===== src/include/dttp_cfg.svh =====
// Offsets, field positions, reset values and counts of the tenure block
`ifndef DTTP_CFG_SVH
`define DTTP_CFG_SVH

// Register byte offsets on the APB port
`define DTTP_ADDR_CTRL 12'h000
`define DTTP_ADDR_STATUS 12'h004
`define DTTP_ADDR_PERR_CNT 12'h008

// Control register fields and reset value
`define DTTP_CTRL_PAR_EN 0
`define DTTP_CTRL_MCE 1
`define DTTP_CTRL_RESET 2'h0

// Status register fields
`define DTTP_ST_FAST 0
`define DTTP_ST_CHECKSTOP 1
`define DTTP_ST_BUSY 2
`define DTTP_ST_DEFERRED 3
`define DTTP_ST_LANES_LO 8

// Beat counts of a tenure
`define DTTP_SINGLE_BEATS 3'h1
`define DTTP_BURST_BEATS 3'h4

// Parity lanes checked for full and direct-store reads
`define DTTP_LANES_ALL 8'hFF
`define DTTP_LANES_HIGH 8'h0F

`endif


===== src/include/dttp_pkg.sv =====
// Types and parity function shared by the tenure block
package dttp_pkg;

	// Request for one data tenure from the core side
	typedef struct packed {
		logic write;
		logic burst;
		logic dstore;
		logic dstore_last;
	} dttp_ten_type;

	// Tenure sequencer states
	typedef enum logic [2:0] {
		st_idle = 3'b001,
		st_data = 3'b010,
		st_tail = 3'b100
	} dttp_state_type;

	// Odd parity per byte lane, lane 0 is the top byte
	function automatic logic [7:0] dttp_odd_par(input logic [63:0] d);
		logic [7:0] p;
		p = 8'h00;
		for (int i = 0; i < 8; i++) begin
			p[i] = ~^d[63 - 8 * i -: 8];
		end
		return p;
	endfunction

endpackage


===== src/hdl/dttp_beat_mem.sv =====
// Four-beat write data store with parity and registered read
`timescale 1ns/1ns
module dttp_beat_mem
	import dttp_pkg::*;
(
	// Clock
	input wire logic pclk,
	// Write port from the core
	input wire logic we,
	input wire logic [1:0] waddr,
	input wire logic [63:0] wdata,
	// Read port toward the bus drivers
	input wire logic [1:0] raddr,
	output logic [71:0] rdata_q
);

	logic [71:0] mem_q [4];

	// Store data with its odd parity
	always_ff @(posedge pclk) begin
		if (we) begin
			mem_q[waddr] <= {wdata, dttp_odd_par(wdata)};
		end
	end

	// Registered read
	always_ff @(posedge pclk) begin
		rdata_q <= mem_q[raddr];
	end

endmodule


===== src/hdl/dttp_par_chk.sv =====
// Read data parity checker with registered result
`timescale 1ns/1ns
module dttp_par_chk
	import dttp_pkg::*;
(
	// Clock and reset
	input wire logic pclk,
	input wire logic presetn,
	// Sample strobe, lane mask and bus values
	input wire logic check,
	input wire logic [7:0] lane_mask,
	input wire logic [63:0] data,
	input wire logic [7:0] parity,
	// Result one cycle after the strobe
	output logic err_q,
	output logic [7:0] lanes_q
);

	logic [7:0] bad;

	// Lanes whose nine bits hold an even count of ones
	assign bad = (dttp_odd_par(data) ^ parity) & lane_mask;

	// Result register
	always_ff @(posedge pclk or negedge presetn) begin
		if (!presetn) begin
			err_q <= 1'b0;
			lanes_q <= 8'h00;
		end else begin
			err_q <= check & (|bad);
			lanes_q <= check ? bad : 8'h00;
		end
	end

endmodule


===== src/hdl/dttp_tenure.sv =====
// Data tenure termination and read parity logic of the system bus
//
// What this block does
// - Check odd parity on all eight read lanes
// - Direct-store reads check only high-half lanes
// - Enabled parity error raises exception and error output
// - Error output second clock, released third
// - Drive disable floats write data next cycle
// - Drive disable ignored during reads
// - Hold write data or wait without acknowledge
// - Data retry after acknowledge discards read data
// - Read data valid only after retry negates
// - Data retry ignored during writes
// - Retry level at reset release selects mode
// - Error acknowledge ends tenure, raises exception
// - Busy flag released within one clock
// - Already delivered data never invalidated
// - Direct-store errors deferred until last tenure
// - Fast mode ignores error after read acknowledge
// - Single transfer one beat, burst four
// - Odd parity per byte including parity bit
//
// Our own choices: the register offsets and the APB register port.
`timescale 1ns/1ns
`include "dttp_cfg.svh"
module dttp_tenure
	import dttp_pkg::*;
(
	// Clock and reset
	input wire logic pclk,
	input wire logic presetn,
	// APB slave
	input wire logic psel,
	input wire logic penable,
	input wire logic pwrite,
	input wire logic [11:0] paddr,
	input wire logic [31:0] pwdata,
	output logic [31:0] prdata,
	output logic pready,
	output logic pslverr,
	// Hard reset pin, active low
	input wire logic hard_reset_in_n,
	// Tenure requests from the core
	input wire logic ten_start,
	input wire dttp_ten_type ten_req,
	output logic ten_busy,
	output logic ten_done,
	// Write beat loading from the core
	input wire logic wbuf_we,
	input wire logic [1:0] wbuf_addr,
	input wire logic [63:0] wbuf_data,
	// Confirmed read data to the core
	output logic rd_valid,
	output logic [1:0] rd_beat,
	output logic [63:0] rd_data,
	// Exceptions to the core
	output logic machine_check,
	output logic checkstop,
	// Data bus, high half on top bits
	input wire logic [63:0] data_in,
	output logic [63:0] data_out,
	output logic data_oe,
	input wire logic [7:0] data_parity_lanes_in,
	output logic [7:0] data_parity_lanes_out,
	output logic data_parity_lanes_oe,
	// Termination inputs, active low
	input wire logic transfer_ack_n,
	input wire logic data_retry_n,
	input wire logic transfer_error_ack_n,
	input wire logic data_drive_disable_n,
	// Busy flag, tri-state, active low
	output logic data_bus_busy_flag_n_o,
	output logic data_bus_busy_flag_n_oe,
	// Parity error, open drain, active low
	output logic parity_error_out_n_o,
	output logic parity_error_out_n_oe
);

	////////////////////////////////////////////////////////////////////////////////
	// Declarations

	dttp_state_type state_q, state_d;
	dttp_ten_type req_q;
	logic [2:0] beat_q, beat_d, beats_total;
	logic pend_q, pend_d;
	logic [63:0] cap_data_q;
	logic [1:0] cap_beat_q;
	logic rd_ack_q;
	logic fast_q, hr_q;
	logic [1:0] ctrl_q;
	logic [15:0] perr_cnt_q;
	logic [7:0] perr_lanes_q;
	logic deferred_q;
	logic checkstop_q, machine_check_q;
	logic rd_valid_q, ten_done_q;
	logic [63:0] rd_data_q;
	logic [1:0] rd_beat_q;
	logic dbb_q, data_oe_q, dpe_q;
	logic [31:0] prdata_q;
	logic ta, drty, transfer_error_ack, dis;
	logic active, tea_seen, ta_ok, drop, conf, rd_cycle, wr_next;
	logic raise, defer, chk_err, par_fault;
	logic [7:0] chk_lanes;
	logic [1:0] mem_raddr;
	logic [71:0] mem_rdata;
	logic apb_wr, apb_setup;

	// Known register offset
	function automatic logic reg_hit(input logic [11:0] a);
		if (a == `DTTP_ADDR_CTRL) begin
			return 1'b1;
		end else if (a == `DTTP_ADDR_STATUS) begin
			return 1'b1;
		end else if (a == `DTTP_ADDR_PERR_CNT) begin
			return 1'b1;
		end else begin
			return 1'b0;
		end
	endfunction

	// Beat count after one acknowledge and one discard
	function automatic logic [2:0] beat_step(input logic [2:0] b, input logic up,
			input logic down);
		logic [2:0] r;
		r = b;
		if (up && !down) begin
			r = b + 3'h1;
		end else if (down && !up) begin
			r = b - 3'h1;
		end
		return r;
	endfunction

	////////////////////////////////////////////////////////////////////////////////
	// Termination input qualification

	// Pins are active low
	assign ta = ~transfer_ack_n;
	assign drty = ~data_retry_n;
	assign transfer_error_ack = ~transfer_error_ack_n;
	assign dis = ~data_drive_disable_n;

	assign active = (state_q == st_data) || (state_q == st_tail);
	assign rd_cycle = active && !req_q.write;
	// Single beat or burst of four
	assign beats_total = req_q.burst ? `DTTP_BURST_BEATS : `DTTP_SINGLE_BEATS;

	// Error ack is blind the cycle after a fast read ack
	assign tea_seen = transfer_error_ack && active && !(fast_q && rd_ack_q);
	// Error ack overrides ack and retry
	assign ta_ok = ta && active && !tea_seen;
	// Retry in the cycle after a read ack drops that beat
	assign drop = pend_q && drty && !tea_seen;
	// Retry negated confirms the pending beat
	assign conf = pend_q && !drty && !tea_seen;

	////////////////////////////////////////////////////////////////////////////////
	// Beat sequencing

	// Next beat count and pending read beat
	always_comb begin
		beat_d = beat_step(beat_q, ta_ok, drop);
		pend_d = ta_ok && rd_cycle && !fast_q;
	end

	// Tenure state machine
	always_comb begin
		state_d = state_q;
		case (state_q)
			st_idle: begin
				if (ten_start) begin
					state_d = st_data;
				end
			end
			st_data, st_tail: begin
				if (tea_seen) begin
					state_d = st_idle;
				end else if (beat_d == beats_total) begin
					state_d = pend_d ? st_tail : st_idle;
				end
			end
			default: begin
				state_d = st_idle;
			end
		endcase
	end

	// State, request and beat registers
	always_ff @(posedge pclk or negedge presetn) begin
		if (!presetn) begin
			state_q <= st_idle;
			req_q <= '0;
			beat_q <= 3'h0;
			pend_q <= 1'b0;
		end else if (!hard_reset_in_n) begin
			state_q <= st_idle;
			req_q <= '0;
			beat_q <= 3'h0;
			pend_q <= 1'b0;
		end else begin
			state_q <= state_d;
			if (state_q == st_idle) begin
				req_q <= ten_req;
				beat_q <= 3'h0;
				pend_q <= 1'b0;
			end else begin
				beat_q <= beat_d;
				pend_q <= pend_d;
			end
		end
	end

	// Read ack history for the fast-mode error blind cycle
	always_ff @(posedge pclk or negedge presetn) begin
		if (!presetn) begin
			rd_ack_q <= 1'b0;
		end else begin
			rd_ack_q <= ta_ok && rd_cycle;
		end
	end

	// Mode strap caught at hard reset release
	always_ff @(posedge pclk or negedge presetn) begin
		if (!presetn) begin
			hr_q <= 1'b1; // Idle level of the pin, no false release edge
			fast_q <= 1'b0;
		end else begin
			hr_q <= hard_reset_in_n;
			if (!hr_q && hard_reset_in_n) begin
				fast_q <= drty;
			end
		end
	end

	////////////////////////////////////////////////////////////////////////////////
	// Read data path

	// Capture read beat, deliver it once final
	always_ff @(posedge pclk or negedge presetn) begin
		if (!presetn) begin
			cap_data_q <= 64'h0000_0000_0000_0000;
			cap_beat_q <= 2'h0;
			rd_valid_q <= 1'b0;
			rd_data_q <= 64'h0000_0000_0000_0000;
			rd_beat_q <= 2'h0;
		end else begin
			if (ta_ok && rd_cycle) begin
				cap_data_q <= data_in;
				cap_beat_q <= beat_q[1:0];
			end
			rd_valid_q <= (ta_ok && rd_cycle && fast_q) || conf;
			if (ta_ok && rd_cycle && fast_q) begin
				rd_data_q <= data_in;
				rd_beat_q <= beat_q[1:0];
			end else if (conf) begin
				rd_data_q <= cap_data_q;
				rd_beat_q <= cap_beat_q;
			end
		end
	end

	// Parity checker, high half only on direct-store reads
	dttp_par_chk u_par_chk (
		.pclk(pclk),
		.presetn(presetn),
		.check(ta_ok && rd_cycle),
		.lane_mask(req_q.dstore ? `DTTP_LANES_HIGH : `DTTP_LANES_ALL),
		.data(data_in),
		.parity(data_parity_lanes_in),
		.err_q(chk_err),
		.lanes_q(chk_lanes)
	);

	// Error seen only when checking is enabled
	assign par_fault = chk_err && ctrl_q[`DTTP_CTRL_PAR_EN];

	// Error output pulse on the second clock after ack
	always_ff @(posedge pclk or negedge presetn) begin
		if (!presetn) begin
			dpe_q <= 1'b0;
		end else begin
			dpe_q <= par_fault;
		end
	end

	////////////////////////////////////////////////////////////////////////////////
	// Write data path

	// Next beat on ack, beat zero while idle
	assign mem_raddr = (state_q == st_idle) ? 2'h0 :
		(ta_ok && req_q.write) ? beat_d[1:0] : beat_q[1:0];
	assign wr_next = (state_q == st_idle) ? ten_req.write : req_q.write;

	dttp_beat_mem u_beat_mem (
		.pclk(pclk),
		.we(wbuf_we),
		.waddr(wbuf_addr),
		.wdata(wbuf_data),
		.raddr(mem_raddr),
		.rdata_q(mem_rdata)
	);

	// Drivers on for writes unless disabled last cycle
	always_ff @(posedge pclk or negedge presetn) begin
		if (!presetn) begin
			data_oe_q <= 1'b0;
		end else begin
			data_oe_q <= (state_d == st_data) && wr_next && !dis && hard_reset_in_n;
		end
	end

	////////////////////////////////////////////////////////////////////////////////
	// Busy flag

	// Busy while beats remain, dropped the clock after error ack
	always_ff @(posedge pclk or negedge presetn) begin
		if (!presetn) begin
			dbb_q <= 1'b0;
		end else begin
			dbb_q <= (state_d == st_data) && hard_reset_in_n;
		end
	end

	////////////////////////////////////////////////////////////////////////////////
	// Exceptions

	// Direct-store error waits for the last direct-store tenure
	assign defer = tea_seen && req_q.dstore && !req_q.dstore_last;
	assign raise = par_fault || (tea_seen && !defer) ||
		(deferred_q && active && state_d == st_idle && req_q.dstore_last);

	// Deferred error flag, set wins over its own release
	always_ff @(posedge pclk or negedge presetn) begin
		if (!presetn) begin
			deferred_q <= 1'b0;
		end else if (defer) begin
			deferred_q <= 1'b1;
		end else if (!hard_reset_in_n || (raise && active && state_d == st_idle)) begin
			deferred_q <= 1'b0;
		end
	end

	// Machine check pulse or sticky checkstop; delivered data untouched
	always_ff @(posedge pclk or negedge presetn) begin
		if (!presetn) begin
			machine_check_q <= 1'b0;
			checkstop_q <= 1'b0;
		end else begin
			machine_check_q <= raise && ctrl_q[`DTTP_CTRL_MCE];
			if (raise && !ctrl_q[`DTTP_CTRL_MCE]) begin
				checkstop_q <= 1'b1;
			end else if (!hard_reset_in_n) begin
				checkstop_q <= 1'b0;
			end
		end
	end

	// Tenure end pulse
	always_ff @(posedge pclk or negedge presetn) begin
		if (!presetn) begin
			ten_done_q <= 1'b0;
		end else begin
			ten_done_q <= active && (state_d == st_idle) && hard_reset_in_n;
		end
	end

	////////////////////////////////////////////////////////////////////////////////
	// APB registers

	assign apb_setup = psel && !penable;
	assign apb_wr = psel && penable && pwrite && reg_hit(paddr);

	// Control register
	always_ff @(posedge pclk or negedge presetn) begin
		if (!presetn) begin
			ctrl_q <= `DTTP_CTRL_RESET;
		end else if (apb_wr && paddr == `DTTP_ADDR_CTRL) begin
			ctrl_q <= pwdata[1:0];
		end
	end

	// Parity error count and last bad lanes, count wins over clear
	always_ff @(posedge pclk or negedge presetn) begin
		if (!presetn) begin
			perr_cnt_q <= 16'h0000;
			perr_lanes_q <= 8'h00;
		end else if (par_fault) begin
			perr_cnt_q <= perr_cnt_q + 16'h0001;
			perr_lanes_q <= chk_lanes;
		end else if (apb_wr && paddr == `DTTP_ADDR_PERR_CNT) begin
			perr_cnt_q <= 16'h0000;
		end
	end

	// Read data set up during the setup phase
	always_ff @(posedge pclk or negedge presetn) begin
		if (!presetn) begin
			prdata_q <= 32'h0000_0000;
		end else if (apb_setup) begin
			if (paddr == `DTTP_ADDR_CTRL) begin
				prdata_q <= {30'h0000_0000, ctrl_q};
			end else if (paddr == `DTTP_ADDR_STATUS) begin
				prdata_q <= 32'h0000_0000;
				prdata_q[`DTTP_ST_FAST] <= fast_q;
				prdata_q[`DTTP_ST_CHECKSTOP] <= checkstop_q;
				prdata_q[`DTTP_ST_BUSY] <= active;
				prdata_q[`DTTP_ST_DEFERRED] <= deferred_q;
				prdata_q[`DTTP_ST_LANES_LO +: 8] <= perr_lanes_q;
			end else if (paddr == `DTTP_ADDR_PERR_CNT) begin
				prdata_q <= {16'h0000, perr_cnt_q};
			end else begin
				prdata_q <= 32'h0000_0000;
			end
		end
	end

	// Zero wait state, error on unmapped offsets
	assign pready = 1'b1;
	assign pslverr = psel && penable && !reg_hit(paddr);
	assign prdata = prdata_q;

	////////////////////////////////////////////////////////////////////////////////
	// Outputs

	assign data_out = mem_rdata[71:8];
	assign data_parity_lanes_out = mem_rdata[7:0];
	assign data_oe = data_oe_q;
	assign data_parity_lanes_oe = data_oe_q;
	assign data_bus_busy_flag_n_o = 1'b0;
	assign data_bus_busy_flag_n_oe = dbb_q;
	assign parity_error_out_n_o = 1'b0;
	assign parity_error_out_n_oe = dpe_q;
	assign ten_busy = active;
	assign ten_done = ten_done_q;
	assign rd_valid = rd_valid_q;
	assign rd_beat = rd_beat_q;
	assign rd_data = rd_data_q;
	assign machine_check = machine_check_q;
	assign checkstop = checkstop_q;

endmodule


===== config.mk =====
export PLATFORM = sky130hd
export DESIGN_NAME = dttp_tenure
export DESIGN_NICKNAME = d
export VERILOG_FILES = /design/src/include/dttp_pkg.sv /design/src/hdl/dttp_beat_mem.sv /design/src/hdl/dttp_par_chk.sv /design/src/hdl/dttp_tenure.sv
export VERILOG_INCLUDE_DIRS = /design/src /design/src/include
export SDC_FILE = /design/constraint.sdc
export NUM_CORES = 1
export LEC_CHECK = 0
export ABC_CLOCK_PERIOD_IN_PS = 5400
export CAP_MARGIN = 25
export CORE_MARGIN = 4
export CORE_UTILIZATION = 25
export CTS_CLUSTER_DIAMETER = 200
export DETAILED_ROUTE_END_ITERATION = 12
export DONT_BUFFER_PORTS = 1
export GPL_TIMING_DRIVEN = 1
export PLACE_DENSITY = 0.35
export SKIP_CTS_REPAIR_TIMING = 1
export SLEW_MARGIN = 0
export SYNTH_ARGS = -nofsm -noshare
export SYNTH_HDL_FRONTEND = slang
export SYNTH_HIERARCHICAL = 1
export SYNTH_SLANG_ARGS = --single-unit

===== constraint.sdc =====
create_clock -name pclk -period 5.4 [get_ports pclk]
set_input_delay 0.27 -clock pclk [delete_from_list [all_inputs] [get_ports pclk]]
set_output_delay 0.27 -clock pclk [all_outputs]
set_load 0.01 [all_outputs]

[Word level (Yosys, flattened, before mapping)]
Memories as Yosys holds them, arrays and structs flattened. A register that Yosys moved wholly into a read port is not among the register bits.
Index checks and enable logic that the tools add are counted.
Word-level totals
  register bits: 221
  input port bits: 198
  memories kept: 1
  bits in writable memories: 288
  logic and storage cells: 167
  output and inout bits: 183
Cells by class
  mux-type cells: 38
  add/subtract/negate cells: 3
  equal/unequal tests: 10
  bitwise operators: 6
  reductions and logical operators: 81
Memories
  u_beat_mem.mem_q: depth 4, bits a word 72, rd ports 1, clocked after memory_dff 1, wr ports 1, RTL line dttp_beat_mem.sv:17  | logic [71:0] mem_q [4];
Operator list (number)
  two-way mux 64 bit: 2
  XNOR reduction 8 bit: 16
  two-way mux 16 bit: 5
  logical AND 1 bit: 41
  two-way mux 3 bit: 10
  adder 16 x 1 -> 16 bit (second input constant): 1
  two-way mux 8 bit: 2
  logical NOT 1 bit: 13
  equality test 12 x 3 -> 1 bit (second input constant): 1
  equality test 12 x 4 -> 1 bit (second input constant): 1
  logical NOT 12 bit: 1
  two-way mux 1 bit: 12
  bitwise AND 8 bit: 1
  two-way mux 2 bit: 4
  two-way mux 4 bit: 2
  OR reduction 8 bit: 1
  bitwise XOR 8 bit: 1
  equality test 3 x 1 -> 1 bit (second input constant): 2
  equality test 3 x 2 -> 1 bit (second input constant): 2
  one-hot mux 3 bit (2 select lines): 1
  nonzero test 2 bit: 3
  logical OR 1 bit: 5
  inequality test 2 x 1 -> 1 bit (second input constant): 2
  adder 3 x 1 -> 3 bit (second input constant): 1
  other kinds (6): 8

[Longest topological paths before layout]
  depth in word-level cells: 23
  depth in mapped cells: 11
  mapped depth without buffers: 9

[Cells and area by module]
Netlist, hierarchy kept.
Modules (own cells, without submodules)
  dttp_beat_mem: area each 12429.4 µm², instances 1, cells each 509, sequential area each 10089.7 µm²
  dttp_tenure: area each 8734.6 µm², instances 1, cells each 919, sequential area each 4907.2 µm²
  dttp_par_chk: area each 1003.5 µm², instances 1, cells each 86, sequential area each 225.2 µm²

[Worst setup path after synthesis]
OpenSTA, ideal clock, no wires.
  path kind: input to register
  from: input wbuf_addr[1]
  to: memory u_beat_mem.mem_q[0][0], enable pin
  arrival time: 5.547 ns
  buffers on the path: 0
  setup time: 0.607 ns
  path slack: -0.754 ns
  stages: 1
  data required time: 4.793 ns
  cells stage by stage: nor3b_1
RTL lines
  start, declared: RTL line dttp_tenure.sv:50  | input wire logic [1:0] wbuf_addr,
  end, declared: RTL line dttp_beat_mem.sv:17
No word-level cell before the write port.

[Worst setup path in the final report]
  from: register beat_q[1]
  to: register u_beat_mem.rdata_q[8] (read register of u_beat_mem.mem_q)
Between the ends
  longest elaborated chain between the ends: 5
  elaborated cells on any way between the ends: 6
  those cells by class: add/sub (2); mux (4)
Ends and longest elaborated chain
  start, declared: RTL line dttp_tenure.sv:84  | logic [2:0] beat_q, beat_d, beats_total;
  start signal, assigned: RTL line dttp_tenure.sv:207  | beat_q <= beat_d;
  subtractor 3 x 1 -> 3 bit: RTL line dttp_tenure.sv:129  | r = b - 3'h1;
  two-way mux 3 bit: RTL line dttp_tenure.sv:128  | end else if (down && !up) begin
  two-way mux 3 bit: RTL line dttp_tenure.sv:126  | if (up && !down) begin
  two-way mux 2 bit (*): RTL line dttp_tenure.sv:291  | (ta_ok && req_q.write) ? beat_d[1:0] : beat_q[1:0];
  two-way mux 2 bit (*): RTL line dttp_tenure.sv:290  | assign mem_raddr = (state_q == st_idle) ? 2'h0 :
  named net mem_raddr[1]: RTL line dttp_tenure.sv:104  | logic [1:0] mem_raddr;
  end, declared: RTL line dttp_beat_mem.sv:14  | output logic [71:0] rdata_q
The timed path passes the listed nets; every way through them passes the cells marked *.
A chain may end at the register's enable or synchronous reset.

==> impl_metrics.py <==
metrics = {
    "clock_tree": {
        "root_buffer": "clkbuf_16",
        "cts.sinks": 565,
        "cts_max_level": 3,
        "clkSlewWorstSetupHoldPaths_ps": 60,
        "cts_buffers": 71,
        "cts_tree": "done",
        "clockBufferDepth": 3,
        "clk_latency_ps": 620,
    },
    "grt": {
        "gr-usage-all-layers": 0.122,
        "antenna_found_initial": 0,
        "grt_pass1_wl_um": 85500,
        "grt_pass1_vias": 12400,
        "grt_max_degree": 206,
        "overflow": 0,
    },
    "drt": {
        "ant_nets": 0,
        "dr.pass1.iters": 4,
        "viasPerCell": 4.28,
        "drt_iter0_markers": 510,
        "drt-total-wl_um": 59500,
        "num_vias": 12400,
        "drc": 0,
        "routedWlPerCell_um": 20.5,
    },
    "finish": {
        "multi_input_area_um2": 6520,
        "drive_gt1_frac": 0.131,
        "antenna_cells": 0,
        "nFillCells": 8710,
        "final_util": 0.311,
        "syn2layout_area_growth_pct": 22.8,
        "fin_nets": 1888,
        "ff_latch_area_um2": 15200,
        "instances_no_fill": 2900,
    },
    "power_and_ir_drop": {
        "netSwitchingFraction": 0.238,
        "seqPwrFrac": 0.490,
        "internal_power_mw": 7.97,
        "ir_drop_mv": 0.264,
        "clockPowerShare": 0.444,
        "power_density_nw_per_um2": 384,
        "pwr-share-comb": 0.066,
        "total_power_mw": 10.5,
        "p_leak_nw": 10.3,
        "switching_power_mw": 2.49,
    },
    "logic_synthesis": {
        "netlist_area_um2": 22200,
        "yosysWarnings": 6,
        "syn_area_per_cell_um2": 14.6,
        "synth_flop_cell": "edfxtp_1",
        "ys_async_sr_fraction": 0.363,
        "synth_edf_count": 288,
        "ys_ff_latch": 565,
        "synth_cells": 1514,
        "synth.distinct_cells": 66,
        "yosysSeqAreaShare": 0.687,
    },
    "die": {
        "start_util": 0.254,
        "die_w_um": 306,
        "placementRows": 108,
        "coreArea_um2": 87400,
        "die_area_um2": 93500,
        "io_pins": 381,
        "die_h_um": 306,
    },
    "placed_design": {
        "port_buffers": 0,
        "place.gp.congestion": 0.704,
        "dp_hpwl_um": 36100,
        "place_ws_ps": 1640,
        "dp_cells": 2627,
    },
    "setup_path": {
        "critical_path.endpoint_type": "flip-flop",
        "startpoint_type": "flip-flop",
        "critPathKind": "flip-flop to flip-flop",
        "cp.required_ps": 5880,
        "crit_fanout": 29,
        "arrival_ps": 4180,
    },
    "timing": {
        "relSlewSlack": 0.287,
        "fin_tns_setup_ps": 0,
        "rsz0062_at_grt": "no",
        "skew_ps": 27.2,
        "layout_worst_path_cycle_share": 0.685,
        "finalWorstSetupSlack_ps": 1700,
        "tightest_slew_ps": 1070,
        "timing.fmax_mhz": 270,
        "hold_viol_final": 0,
        "final-setup-viol-count": 0,
        "report.final.slew_viol_count": 0,
        "timing.final.crit_period_ps": 3700,
    },
    "job": {
        "max-cap-violations": 0,
    },
    "worst_hold_path": {
        "hold_class": "primary input to flip-flop",
    },
    "outcome": {
        "outcome": "completed",
    },
}
[registers in the layout, summed over array words and instances, names as in the netlist, 4 cells and up]
register,cells
u_par_chk/lanes_q,8
req_q,4
u_beat_mem/mem_q,288
rd_data,64
cap_data_q,64
perr_cnt_q,16
prdata,16
u_beat_mem/rdata_q,72
perr_lanes_q,8
[layer usage]
| layer | part of all wire | wire length [µm] | GRT usage |
|---|---|---|---|
| met3 | 0.079 | 4730 | 0.0539 |
| met1 | 0.40 | 23600 | 0.138 |
| met5 | 0 | 0 | 0 |
| met2 | 0.50 | 29700 | 0.206 |
| met4 | 0.024 | 1410 | 0.0363 |
[cell type report]
class                      instances  area share
sequential                       565       0.559
multi-input combinational        873       0.239
clock buffer                     105      0.0748
timing repair buffer             162      0.0611
tap                             1155      0.0531
clock inverter                    26      0.0104
inverter                          14     0.00193
[cell usage in the layout, fill, tap and decap left out, types with 16 or more instances in the layout]
master         Yosys  layout
nand3_1           16      16
nand2_1          252     251
mux4_2            70      70
o21ai_0           23      23
nor2_1           110     107
dfxtp_1           72      72
dlygate4sd3_1      0     141
a21oi_1           76      75
clkbuf_1          36      22
xnor2_1           78      78
mux2i_1           76      76
clkbuf_16          0      72
dfrtp_1          203     203
conb_1             2      26
edfxtp_1         288     288
[worst max-delay path, stage by stage (launching register included)]
cell and delay, ps:
dfrtp_1 500, inv_1 170, ha_1 350, or3b_1 350
a2111o_1 380, nand3_1 100, nor2_1 60, mux2_2 290
nor2_4 700, buf_12 320, mux4_2 340
[power by group through the flow]
| stage | Clock [mW] | Sequential [mW] | Combinational, mW |
|---|---|---|---|
| global route | 5.02 | 5.17 | 0.773 |
| CTS | 4.85 | 5.14 | 0.557 |
| detailed placement | 0 | 5.23 | 0.554 |
| finish | 4.64 | 5.13 | 0.688 |
| global placement | 0 | 5.22 | 0.542 |
| floorplan | 0 | 5.13 | 0.436 |
[cell usage after synthesis (3+ instances only)]
| library cell | count | area (µm²) |
|---|---|---|
| and3_1 | 8 | 50.1 |
| xnor2_1 | 78 | 683 |
| nand4_1 | 10 | 62.6 |
| o211ai_1 | 8 | 60.1 |
| buf_2 | 17 | 85.1 |
| dfrtp_1 | 203 | 5080 |
| clkbuf_1 | 36 | 135 |
| mux2i_1 | 76 | 761 |
| xor3_1 | 4 | 95.1 |
| nor2b_1 | 9 | 56.3 |
| xor2_1 | 15 | 131 |
| and2_1 | 8 | 50.1 |
| a31oi_1 | 5 | 31.3 |
| or2_2 | 4 | 25.0 |
| buf_12 | 7 | 140 |
| nand3_1 | 16 | 80.1 |
| dfxtp_1 | 72 | 1440 |
| nand2_1 | 252 | 946 |
| nor2_1 | 110 | 413 |
| mux4_2 | 70 | 1580 |
| nor3_1 | 3 | 15.0 |
| edfxtp_1 | 288 | 8650 |
| inv_1 | 11 | 41.3 |
| a21oi_1 | 76 | 380 |
| xnor3_1 | 7 | 158 |
| nand2b_1 | 6 | 37.5 |
| ha_1 | 3 | 37.5 |
| a221oi_1 | 12 | 105 |
| o31ai_1 | 3 | 22.5 |
| o21ai_0 | 23 | 115 |
| buf_4 | 20 | 150 |
| nor3b_1 | 3 | 22.5 |
| buf_1 | 5 | 18.8 |
[cell families after synthesis]
family          synth area share
other cells             0.000339
buf+inv                   0.0268
flops                      0.687
simple gates              0.0852
xor+xnor                  0.0507
compound gates            0.0388
mux                        0.110
fa+ha+maj                0.00169
[worst paths after layout]
check | cells after the start | slack, ps | from | endpoint
max reg2reg | 10 | 1700 | beat_q[1] | u_beat_mem/rdata_q[8]
min in group asynchronous | 2 | 440 | presetn | rd_data[18]
min reg2reg | 2 | 460 | u_par_chk/lanes_q[2] | perr_lanes_q[2]
min | 4 | 30 | hard_reset_in_n | deferred_q
max | 10 | 1700 | beat_q[1] | u_beat_mem/rdata_q[8]
max in group asynchronous | 2 | 4180 | presetn | prdata[1]
[through the flow]
stage / instance area, µm² / hold WS, ps
2_1_floorplan: 22300 / -25.6
3_3_place_gp: 23500 / -20.1
3_5_place_dp: 23500 / -19.6
4_1_cts: 25800 / -715
5_1_grt: 27200 / 46.4
6_report: 27200 / 26.9
Note: power is estimated with default switching activity, not from simulation.
